[src/wave_timing_pkg.sv]
// Constants, register map and carrier types for the waveform and counter timing block.
// Assumes a 25 MHz core clock and a plain one-cycle register port.
package wave_timing_pkg;
	localparam int CLK_NS = 40;
	localparam int TRIG_PW_NS = 50;
	localparam int TRIG_PW_CYC = (TRIG_PW_NS + CLK_NS - 1) / CLK_NS;
	localparam int UPD_PW_NS = 300;
	localparam int UPD_PW_CYC = (UPD_PW_NS + CLK_NS - 1) / CLK_NS;
	localparam int CLK_KHZ = 25000;
	localparam int SLOW_KHZ = 100;
	localparam int SLOW_DIV = CLK_KHZ / SLOW_KHZ;
	localparam logic [3:0] FAST_STEP = 4'h4;
	localparam logic [3:0] FAST_MOD = 4'h5;
	// Register word addresses
	localparam logic [7:0] A_CTRL = 8'h00;
	localparam logic [7:0] A_ROUTE0 = 8'h01;
	localparam logic [7:0] A_UI = 8'h08;
	localparam logic [7:0] A_CFG0 = 8'h09;
	localparam logic [7:0] A_CNT0 = 8'h0b;
	localparam logic [7:0] A_STAT = 8'h0d;
	// Control register fields
	localparam int C_SWGATE = 0;
	localparam int C_STOP = 1;
	localparam int C_SLOW = 2;
	localparam int C_POSTED = 3;
	localparam int C_ARM = 4;
	localparam int C_OE = 8;
	localparam logic [15:0] CTRL_RST = 16'h0000;
	// Routed sources
	localparam int R_TRIG = 0;
	localparam int R_UPD = 1;
	localparam int R_UICLK = 2;
	localparam int R_C0CLK = 3;
	localparam int R_C0GATE = 4;
	localparam int NROUTE = 7;
	// Driven pins
	localparam int P_TRIG = 0;
	localparam int P_UPD = 1;
	localparam int P_C0CLK = 2;
	localparam int P_C0GATE = 3;
	localparam int P_C0OUT = 6;
	localparam int NPOUT = 8;
	typedef struct packed {
		logic ext;
		logic pol;
		logic [3:0] pin;
	} route_s;
	localparam route_s ROUTE_RST = 6'h00;
	typedef struct packed {
		logic gate_start;
		logic sw_up;
		logic ext_dir;
		logic out_pol;
		logic toggle;
		logic enable;
		logic [15:0] reload;
	} cnt_cfg_s;
	localparam cnt_cfg_s CFG_RST = 22'h000000;
	localparam logic [15:0] UI_RST = 16'h0000;
	typedef enum logic [1:0] {WF_IDLE, WF_ARMED, WF_RUN} wf_state_e;
endpackage

[src/wave_timing.sv]
// Waveform trigger/update timing, update-interval counter and two general counters.
// Assumes pin inputs synchronous to i_core_clk; host drives a one-cycle register port.
// Behaviour
// - Selected pin edge starts waveform generation
// - Trigger starts interval counter when internal
// - Trigger out: high pulse, 50-100 ns
// - All timing outputs disabled until software enables
// - Selected pin edge updates DACs, posted mode
// - Applied update out: low pulse 300-350 ns
// - DACs update within 100 ns of strobe; code sets o_dac_update on third clock edge after pin edge, up to 120 ns
// - Interval counter makes updates; stop or buffer-done
// - Software gate suppresses all DAC updates
// - Interval clock from pin, level, polarity; code counts selected pin edges
// - Internal timebase 20 MHz or 100 kHz
// - Counter clock from pin edge, monitored out
// - Counter gate from pin edge, start/latch
// - Actual counter gate driven to monitor pin
// - Counter output pulse or toggle, polarity
// - Counter zero direction pin: low down
// - Direction pin disabled: software sets direction
// - Counter one direction pin: low down
//
// Added by the designer: the address-and-strobe port and the address map.
`timescale 1ns/1ns
module wave_timing
	import wave_timing_pkg::*;
#(
	parameter int NPIN = 10
)
(
	input wire logic i_core_clk,
	input wire logic i_nrst,
	input wire logic [7:0] i_addr,
	input wire logic [31:0] i_wdata,
	input wire logic i_wr,
	input wire logic i_rd,
	output logic [31:0] o_rdata,
	input wire logic [NPIN-1:0] i_pfi,
	input wire logic i_digital_line_six,
	input wire logic i_digital_line_seven,
	input wire logic i_buffer_done,
	output logic o_dac_update,
	output logic [NPOUT-1:0] o_pin,
	output logic [NPOUT-1:0] o_pin_oe
);
	if (NPIN < 1 || NPIN > 16)
	begin : g_chk
		$error("NPIN must be 1 to 16");
	end

	logic [NPIN-1:0] s1_q, s2_q, s3_q;
	logic [15:0] lvl_now, lvl_prev;
	logic [15:0] ctrl_q;
	route_s route_q [NROUTE];
	logic [15:0] ui_reload_q, ui_cnt_q;
	cnt_cfg_s cfg_q [2];
	logic [15:0] cnt_q [2];
	logic [15:0] latch_q [2];
	logic gate_run_q [2];
	logic cmon_q [2];
	logic gmon_q [2];
	logic cout_q [2];
	logic lvl [NROUTE];
	logic evt [NROUTE];
	logic [3:0] fast_acc_q;
	logic [7:0] slow_cnt_q;
	logic fast_en, slow_en, tb_tick;
	wf_state_e wf_q;
	logic done_q;
	logic [7:0] trig_cnt_q, upd_cnt_q;
	logic trig_q, updpin_q;
	logic wr_ctrl, trig_used, upd_src, upd_apply;
	logic [4:0] dirs;

	// Two-stage synchroniser plus history stage per pin
	always_ff @(posedge i_core_clk or negedge i_nrst)
	begin
		if (!i_nrst)
		begin
			s1_q <= '0;
			s2_q <= '0;
			s3_q <= '0;
		end
		else
		begin
			s1_q <= i_pfi;
			s2_q <= s1_q;
			s3_q <= s2_q;
		end
	end
	assign lvl_now = 16'(s2_q);
	assign lvl_prev = 16'(s3_q);

	// Per-source pin select, polarity and edge strobe
	for (genvar k = 0; k < NROUTE; k++)
	begin : g_route
		localparam logic [7:0] AR = A_ROUTE0 + 8'(k);
		assign lvl[k] = route_q[k].ext & (lvl_now[route_q[k].pin] ^ route_q[k].pol);
		assign evt[k] = lvl[k] & ~(lvl_prev[route_q[k].pin] ^ route_q[k].pol);
		always_ff @(posedge i_core_clk or negedge i_nrst)
		begin
			if (!i_nrst)
				route_q[k] <= ROUTE_RST;
			else if (i_wr && i_addr == AR)
				route_q[k] <= i_wdata[5:0];
		end
	end

	// Internal timebases as enables
	always_ff @(posedge i_core_clk or negedge i_nrst)
	begin
		if (!i_nrst)
		begin
			fast_acc_q <= '0;
			slow_cnt_q <= '0;
		end
		else
		begin
			fast_acc_q <= fast_en ? fast_acc_q + FAST_STEP - FAST_MOD : fast_acc_q + FAST_STEP;
			slow_cnt_q <= slow_en ? '0 : slow_cnt_q + 8'h01;
		end
	end
	assign fast_en = (fast_acc_q + FAST_STEP) >= FAST_MOD;
	assign slow_en = slow_cnt_q == 8'(SLOW_DIV - 1);
	assign tb_tick = ctrl_q[C_SLOW] ? slow_en : fast_en;

	// Register writes
	assign wr_ctrl = i_wr && i_addr == A_CTRL;
	always_ff @(posedge i_core_clk or negedge i_nrst)
	begin
		if (!i_nrst)
		begin
			ctrl_q <= CTRL_RST;
			ui_reload_q <= UI_RST;
		end
		else
		begin
			if (wr_ctrl)
				ctrl_q <= {i_wdata[15:C_OE], 3'h0, 1'b0, i_wdata[C_POSTED:C_SLOW], 1'b0,
					i_wdata[C_SWGATE]};
			if (i_wr && i_addr == A_UI)
				ui_reload_q <= i_wdata[15:0];
		end
	end
	assign o_pin_oe = ctrl_q[C_OE +: NPOUT];

	// Waveform sequence
	assign trig_used = wf_q == WF_ARMED && evt[R_TRIG];
	always_ff @(posedge i_core_clk or negedge i_nrst)
	begin
		if (!i_nrst)
		begin
			wf_q <= WF_IDLE;
			done_q <= 1'b0;
		end
		else
		begin
			unique case (wf_q)
				WF_IDLE:
					if (wr_ctrl && i_wdata[C_ARM])
						wf_q <= WF_ARMED;
				WF_ARMED:
					if (wr_ctrl && i_wdata[C_STOP])
						wf_q <= WF_IDLE;
					else if (trig_used)
						wf_q <= WF_RUN;
				WF_RUN:
					if ((wr_ctrl && i_wdata[C_STOP]) || i_buffer_done)
						wf_q <= WF_IDLE;
			endcase
			if (wf_q == WF_RUN && i_buffer_done)
				done_q <= 1'b1;
			else if (wr_ctrl && i_wdata[C_ARM])
				done_q <= 1'b0;
		end
	end

	// Update-interval counter, internally timed updates
	always_ff @(posedge i_core_clk or negedge i_nrst)
	begin
		if (!i_nrst)
			ui_cnt_q <= '0;
		else if (trig_used)
			ui_cnt_q <= ui_reload_q;
		else if (wf_q == WF_RUN && !route_q[R_UPD].ext &&
			(route_q[R_UICLK].ext ? evt[R_UICLK] : tb_tick))
			ui_cnt_q <= ui_cnt_q == '0 ? ui_reload_q : ui_cnt_q - 16'h0001;
	end
	assign upd_src = route_q[R_UPD].ext ? evt[R_UPD] && ctrl_q[C_POSTED]
		: route_q[R_UICLK].ext ? evt[R_UICLK] && ui_cnt_q == '0
		: tb_tick && ui_cnt_q == '0;
	assign upd_apply = wf_q == WF_RUN && upd_src && !ctrl_q[C_SWGATE];

	// DAC strobe and pin pulses
	always_ff @(posedge i_core_clk or negedge i_nrst)
	begin
		if (!i_nrst)
		begin
			o_dac_update <= 1'b0;
			trig_cnt_q <= '0;
			upd_cnt_q <= '0;
			trig_q <= 1'b0;
			updpin_q <= 1'b1;
		end
		else
		begin
			o_dac_update <= upd_apply;
			if (trig_used)
				trig_cnt_q <= 8'(TRIG_PW_CYC);
			else if (trig_cnt_q != '0)
				trig_cnt_q <= trig_cnt_q - 8'h01;
			trig_q <= trig_used || trig_cnt_q > 8'h01;
			if (upd_apply)
				upd_cnt_q <= 8'(UPD_PW_CYC);
			else if (upd_cnt_q != '0)
				upd_cnt_q <= upd_cnt_q - 8'h01;
			updpin_q <= !(upd_apply || upd_cnt_q > 8'h01);
		end
	end

	// General-purpose counters
	assign dirs = {i_digital_line_seven, i_digital_line_six, 3'h0};
	for (genvar k = 0; k < 2; k++)
	begin : g_cnt
		localparam int RC = R_C0CLK + 2 * k;
		localparam int RG = R_C0GATE + 2 * k;
		localparam logic [7:0] AC = A_CFG0 + 8'(k);
		logic tick, up, tc;
		cnt_cfg_s wcfg;
		assign wcfg = i_wdata[21:0];
		assign tick = route_q[RC].ext ? evt[RC] : tb_tick;
		assign up = cfg_q[k].ext_dir ? dirs[3 + k] : cfg_q[k].sw_up;
		assign tc = tick && cfg_q[k].enable && (gate_run_q[k] || !cfg_q[k].gate_start)
			&& (up ? cnt_q[k] == cfg_q[k].reload : cnt_q[k] == '0);
		always_ff @(posedge i_core_clk or negedge i_nrst)
		begin
			if (!i_nrst)
			begin
				cfg_q[k] <= CFG_RST;
				cnt_q[k] <= '0;
				latch_q[k] <= '0;
				gate_run_q[k] <= 1'b0;
				cmon_q[k] <= 1'b0;
				gmon_q[k] <= 1'b0;
				cout_q[k] <= 1'b0;
			end
			else
			begin
				if (i_wr && i_addr == AC)
				begin
					cfg_q[k] <= i_wdata[21:0];
					cnt_q[k] <= i_wdata[15:0];
					gate_run_q[k] <= 1'b0;
				end
				else if (tick && cfg_q[k].enable && (gate_run_q[k] || !cfg_q[k].gate_start))
				begin
					if (tc)
						cnt_q[k] <= up ? '0 : cfg_q[k].reload;
					else
						cnt_q[k] <= up ? cnt_q[k] + 16'h0001 : cnt_q[k] - 16'h0001;
				end
				if (evt[RG])
				begin
					gate_run_q[k] <= !gate_run_q[k];
					latch_q[k] <= cnt_q[k];
				end
				cmon_q[k] <= route_q[RC].ext ? lvl[RC] : cmon_q[k] ^ tb_tick;
				gmon_q[k] <= lvl[RG];
				if (i_wr && i_addr == AC)
					cout_q[k] <= wcfg.out_pol;
				else if (cfg_q[k].toggle)
					cout_q[k] <= cout_q[k] ^ tc;
				else
					cout_q[k] <= tc ^ cfg_q[k].out_pol;
			end
		end
		assign o_pin[P_C0CLK + 2 * k] = cmon_q[k];
		assign o_pin[P_C0GATE + 2 * k] = gmon_q[k];
		assign o_pin[P_C0OUT + k] = cout_q[k];
	end
	assign o_pin[P_TRIG] = trig_q;
	assign o_pin[P_UPD] = updpin_q;

	// Register reads, one cycle later
	always_ff @(posedge i_core_clk or negedge i_nrst)
	begin
		if (!i_nrst)
			o_rdata <= '0;
		else if (i_rd)
		begin
			o_rdata <= '0;
			if (i_addr == A_CTRL)
				o_rdata <= 32'(ctrl_q);
			else if (i_addr >= A_ROUTE0 && i_addr < A_ROUTE0 + 8'(NROUTE))
				o_rdata <= 32'(route_q[3'(i_addr - A_ROUTE0)]);
			else if (i_addr == A_UI)
				o_rdata <= {ui_cnt_q, ui_reload_q};
			else if (i_addr == A_CFG0 || i_addr == A_CFG0 + 8'h01)
				o_rdata <= 32'(cfg_q[i_addr[0] ^ A_CFG0[0]]);
			else if (i_addr == A_CNT0 || i_addr == A_CNT0 + 8'h01)
				o_rdata <= {latch_q[i_addr[0] ^ A_CNT0[0]], cnt_q[i_addr[0] ^ A_CNT0[0]]};
			else if (i_addr == A_STAT)
				o_rdata <= {28'h0000000, gate_run_q[1], gate_run_q[0], done_q,
					wf_q == WF_RUN};
		end
	end
endmodule

[config.mk]
export PLATFORM = sky130hd
export DESIGN_NAME = wave_timing
export DESIGN_NICKNAME = d
export VERILOG_FILES = /design/src/wave_timing_pkg.sv /design/src/wave_timing.sv
export SDC_FILE = /design/constraint.sdc
export NUM_CORES = 1
export LEC_CHECK = 0
export BUFFER_PORTS_ARGS = -buffer_cell sky130_fd_sc_hd__buf_2
export CORE_ASPECT_RATIO = 0.75
export CORE_MARGIN = 3
export CORE_UTILIZATION = 64
export DETAILED_ROUTE_END_ITERATION = 12
export PLACE_DENSITY_LB_ADDON = 0.12
export SYNTH_ARGS = -nofsm -noshare
export SYNTH_HDL_FRONTEND = slang
export SYNTH_SLANG_ARGS = --single-unit
[constraint.sdc]
create_clock -name i_core_clk -period 6.05 [get_ports i_core_clk]
set_input_delay 0.605 -clock i_core_clk [delete_from_list [all_inputs] [get_ports i_core_clk]]
set_output_delay 0.605 -clock i_core_clk [all_outputs]
set_load 0.05 [all_outputs]
# Word level (Yosys, flattened, before mapping)
# Cells that the tools add are included.
[classes]
add_sub_neg = 11
order_cmp = 14
eq_ne = 21
n_mux = 92
bitwise = 44
n_reduce_logical = 59
[ops]
columns = ["cell", "n"]
rows = [
  ["16-bit two-way mux", 19],
  ["32-bit two-way mux", 5],
  ["22-bit two-way mux", 3],
  ["1-bit binary-select mux with 4-bit select", 14],
  ["8-bit by 4-bit equality test with 1-bit output (second input constant)", 6],
  ["16-bit logical NOT", 3],
  ["16-bit by 1-bit subtractor with 16-bit output (second input constant)", 3],
  ["8-bit two-way mux", 5],
  ["1-bit two-way mux", 36],
  ["4-bit by 5-bit less-than comparator with 1-bit output (second input constant)", 7],
  ["16-bit by 1-bit adder with 16-bit output (second input constant)", 2],
  ["16-bit equality test", 2],
  ["8-bit by 3-bit equality test with 1-bit output (second input constant)", 4],
  ["1-bit logical AND", 29],
  ["1-bit bitwise XOR", 20],
  ["6-bit binary-select mux with 3-bit select", 1],
  ["8-bit by 2-bit equality test with 1-bit output (second input constant)", 2],
  ["8-bit by 1-bit greater-than comparator with 1-bit output (second input constant)", 2],
  ["2-bit nonzero test", 8],
  ["8-bit nonzero test", 2],
  ["8-bit by 1-bit subtractor with 8-bit output (second input constant)", 2],
  ["1-bit bitwise AND", 14],
  ["6-bit two-way mux", 2],
  ["8-bit by 1-bit adder with 8-bit output (second input constant)", 1],
  ["25 further kinds", 49],
]
[word_totals]
ff_bits = 297
elab_cells = 304

# Logic depth before layout (Yosys ltp)
[logic_depth]
ltp_word = 12
mapped_depth = 13
depth_no_buf = 12

# Worst setup path after synthesis
# No wires, ideal clock.
[synth_path]
path_kind = "input-to-reg"
startpoint = "in i_digital_line_seven"
endpoint = "reg cnt_q[15] in the netlist's numbering"
arrival_ps = 3818
required_time_ps = 5960
slack_ps = 2142
cell_stages = 12
n_path_buf = 1
path_cell_list = "mux2i_1 -> clkbuf_1 -> ha_1 -> a21oi_1 -> o21ai_0 -> o21bai_1 -> o21ai_0 -> a2111oi_0 -> o21bai_1 -> o31ai_1 -> mux2_2 -> o221ai_1"
[synth_between]
elab_chain_cells = 6
word_cells_on_any_way = 8
[synth_lines]
columns = ["item", "line_no", "text"]
rows = [
  ["from (decl)", "wave_timing.sv:40", "input wire logic i_digital_line_seven,"],
  ["1-bit two-way mux (*)", "wave_timing.sv:232", "assign up = cfg_q[k].ext_dir ? dirs[3 + k] : cfg_q[k].sw_up;"],
  ["1-bit two-way mux", "wave_timing.sv:234", "&& (up ? cnt_q[k] == cfg_q[k].reload : cnt_q[k] == '0);"],
  ["1-bit logical AND", "wave_timing.sv:234", ""],
  ["16-bit two-way mux (*)", "wave_timing.sv:257", "if (tc)"],
  ["16-bit two-way mux (*)", "wave_timing.sv:255", "else if (tick && cfg_q[k].enable && (gate_run_q[k] || !cfg_q[k].gate_start))"],
  ["16-bit two-way mux (*)", "wave_timing.sv:249", "if (i_wr && i_addr == AC)"],
  ["to (signal, indexed assignment)", "wave_timing.sv:252", "cnt_q[k] <= i_wdata[15:0];"],
  ["to (signal, indexed assignment)", "wave_timing.sv:258", "cnt_q[k] <= up ? '0 : cfg_q[k].reload;"],
  ["to (signal, indexed assignment)", "wave_timing.sv:260", "cnt_q[k] <= up ? cnt_q[k] + 16'h0001 : cnt_q[k] - 16'h0001;"],
  ["to (decl)", "wave_timing.sv:57", "logic [15:0] cnt_q [2];"],
]
# Mark *: on every way between the ends. The rest lies on a longest branch, timed or not. The select of a mux whose other input is x is not followed.
# A chain may end at the register's enable or synchronous reset.

# Worst setup path in the final report
[layout_path]
startpoint = "reg route_q[36] in the netlist's numbering"
endpoint = "reg ui_cnt_q[0]"
[layout_between]
elab_chain_cells = 7
word_cells_on_any_way = 12
[layout_lines]
columns = ["item", "line_no", "text"]
rows = [
  ["from (decl)", "wave_timing.sv:54", "route_s route_q [NROUTE];"],
  ["from (signal, indexed assignment)", "wave_timing.sv:105", "route_q[k] <= i_wdata[5:0];"],
  ["1-bit binary-select mux with 4-bit select, on equally long branches", "wave_timing.sv:98, wave_timing.sv:99", ""],
  ["1-bit two-way mux, on equally long branches", "wave_timing.sv:98, wave_timing.sv:99", ""],
  ["1-bit bitwise XOR, on equally long branches", "wave_timing.sv:98, wave_timing.sv:99", ""],
  ["1-bit bitwise AND / 1-bit inverter (equally long branches)", "wave_timing.sv:98, wave_timing.sv:99", ""],
  ["1-bit bitwise AND (*)", "wave_timing.sv:99", "assign evt[k] = lvl[k] & ~(lvl_prev[route_q[k].pin] ^ route_q[k].pol);"],
  ["1-bit logical AND (*)", "wave_timing.sv:148", "assign trig_used = wf_q == WF_ARMED && evt[R_TRIG];"],
  ["16-bit two-way mux / 2-bit nonzero test (equally long branches)", "-", ""],
  ["to (signal assigned)", "wave_timing.sv:184", "ui_cnt_q <= ui_reload_q;"],
  ["to (signal assigned)", "wave_timing.sv:187", "ui_cnt_q <= ui_cnt_q == '0 ? ui_reload_q : ui_cnt_q - 16'h0001;"],
  ["to (decl)", "wave_timing.sv:55", "logic [15:0] ui_reload_q, ui_cnt_q;"],
]
# Marked as above.

==> out/results.txt <==
Kind of critical path = reg2reg
Clk buf depth = 3
GPL Wtd Cong = 0.953
DRT iter0 DRCs = 1584
Max Cap Violations = 0
Layout Skew = 17.1 ps
Cell with the most instances after synthesis = dfrtp_1
Reg clk slew, reported paths = 70 ps
Worst path arrival time = 4240 ps
Tmin final = 3760 ps
Period utilization = 62.1%
Largest net degree at the start of global routing = 169
# IOs = 106
Tot GR Track Use = 33.4%
Final Non-Filler Cells = 2088
Final Max Slew Viols = 0
H-tree depth = 1
Maximum vdd drop = 0.000341 V
Initial antenna violation count = 0
Final setup viols = 0
Power Dens Cells = 372 nW/um^2
# DRC = 0
Synth warnings = 0
ANT nets after route = 0
Worst path required time = 6530 ps
Post-CTS setup buffers = 0
Vias in the first global route = 13.5k
Final setup TNS = 0 ps
Nets = 1835
# clock sinks = 297
First drt pass iteration count = 6
Number of vias per cell = 6.65
Worst-path fanout max = 23
Chip width = 194 um
Synth async-reset ratio = 100%
CTS tree = built
Final WL = 48.0 mm
Critical path startpoint category = flop
CTS Hold Bufs = 0
Synth cell count leaders = dfrtp_1, nand2_1, nor2_1
RSZ-0062 raised after global routing = false
Cell count after synthesis = 1689
Congestion Overflow GR = 0
First-pass GRT wire length = 75.9 mm
Post-layout util = 72.8%
Post-synth top area cell = dfrtp_1
PortBufs = 95
P&R area growth vs syn = 9.70%
Max_slew headroom = 31.0%
Hold Vio Cnt, Final = 0
Die H = 147 um
Synthesized Nets = 1795
Tot Pwr = 6900 uW
Initial core utilization = 66.4%
Clock Tree Root = clkbuf_16
F_max = 266 MHz
FF+latch count, synth = 297
Run status = finished clean
# resized after CTS = 0
Yosys top cell area share = 43.8%
Sequential area share after synthesis = 44.0%
Post-synthesis cell area = 16900 um^2
Leakage = 0.00837 uW
Unique masters post-synth = 70
Synth top area cells = dfrtp_1, mux2_2, nand2_1
Worst slew pin tran = 1030 ps
CTS buffer count = 29
Post-synth EDFFs = 0
Top FF cell, synth = dfrtp_1
Min-delay worst type = in2async
DR vias = 13.9k
Layout cells sized above 1 = 18.6%
Clk_lat worst skew = 560 ps
DR WL/cell = 23.0 um
CORE AREA = 25500 um^2
DIE AREA = 28400 um^2
DP Cell Count = 2036
Crit. End Element = flop
HPWL after DPL = 33.2 mm
Row cnt = 50
Syn_area_per_cell = 10.0 um^2
[placed cells by master, fill, tap and decap left out, types with 15 or more instances in the layout]
master and n:
a211oi_1 26, a21oi_1 96, a221oi_1 36, a31oi_1 16, buf_2 94, clkbuf_16 29, dfrtp_1 296, ha_1 47
inv_1 49, mux2_2 122, mux2i_1 63, mux4_2 32, nand2_1 213, nand2b_1 16, nand3_1 41, nor2_1 128
nor2b_1 15, nor3_1 45, nor4_1 18, o21ai_0 85, xnor2_1 62, xor2_1 16
[final cells by class]
cell class | count | area (um^2)
inverter | 50 | 188
sequential | 297 | 7430
clock inverter | 13 | 249
multi-input combinational | 1245 | 8870
antenna | 1 | 2.50
fill | 1838 | 6920
clock buffer | 38 | 800
timing repair buffer | 106 | 581
tap | 338 | 423
[layer usage]
metal,vias to the layer above,track usage [%],routed length [um]
met5,-,2.53,103
met4,2,6.29,585
met3,60,9.40,6030
met2,758,49.1,20600
met1,6863,50.2,20700
li1,6198,-,-
[state kept, by name (all words and copies together), names as in the netlist, 11 cells and up]
signal / cells
cnt_q: 32
ctrl_q: 11
o_rdata: 32
route_q: 42
ui_reload_q: 16
ui_cnt_q: 16
latch_q: 32
cfg_q: 44
[final timing paths]
kind	slack [ps]	end	depth (start not counted)	from
setup / recovery	2290	ui_cnt_q[0]	9	route_q[36]
hold / removal	120	upd_cnt_q[0]	1	i_nrst
setup reg to reg	2290	ui_cnt_q[0]	9	route_q[36]
hold reg to reg	350	s2_q[1]	0	s1_q[1]
max in group asynchronous	4540	cfg_q[10]	2	i_nrst
min in group i_core_clk	150	s1_q[4]	1	i_pfi[4]
[stage by stage]
| step | setup slack [ps] | hold slack (ps) | instance area, um^2 |
|---|---|---|---|
| after floorplan | 2140 | 309 | 16900 |
| after global placement | 2020 | 334 | 17500 |
| after detailed placement | 1890 | 335 | 17500 |
| after CTS | 2360 | 147 | 18500 |
| after global routing | 2070 | 146 | 18500 |
| final | 2290 | 116 | 18500 |
[cells by family (layout without fill, tap and decap cells)]
kind of cell,after synthesis,in the layout,share of synthesized area (%)
AND/OR/NAND/NOR,535,535,14.3
AO/OA/AOI/OAI,364,364,14.0
adder cells (fa/ha/maj),49,49,3.72
XOR/XNOR,78,78,4.04
flip-flops,297,297,44.0
multiplexers,219,219,16.2
buffers and inverters,147,207,3.66
other,0,1,0
[power by group]
group          internal, uW  leakage [uW]  total [uW]  switching (uW)
logic                   956       0.00404        2120            1160
registers              2290       0.00383        2770             476
clock network          1230      0.000508        2010             785
total                  4480       0.00837        6900            2420
[worst max-delay path: stages (launching register included)]
cell,delay [ps]
dfrtp_1,570
mux4_2,570
a22oi_1,200
o21ai_0,150
nand2b_1,180
o21ai_0,350
and3_1,810
nor2_1,350
o211ai_1,280
o221a_2,220
(Power assumes the default switching activity.)
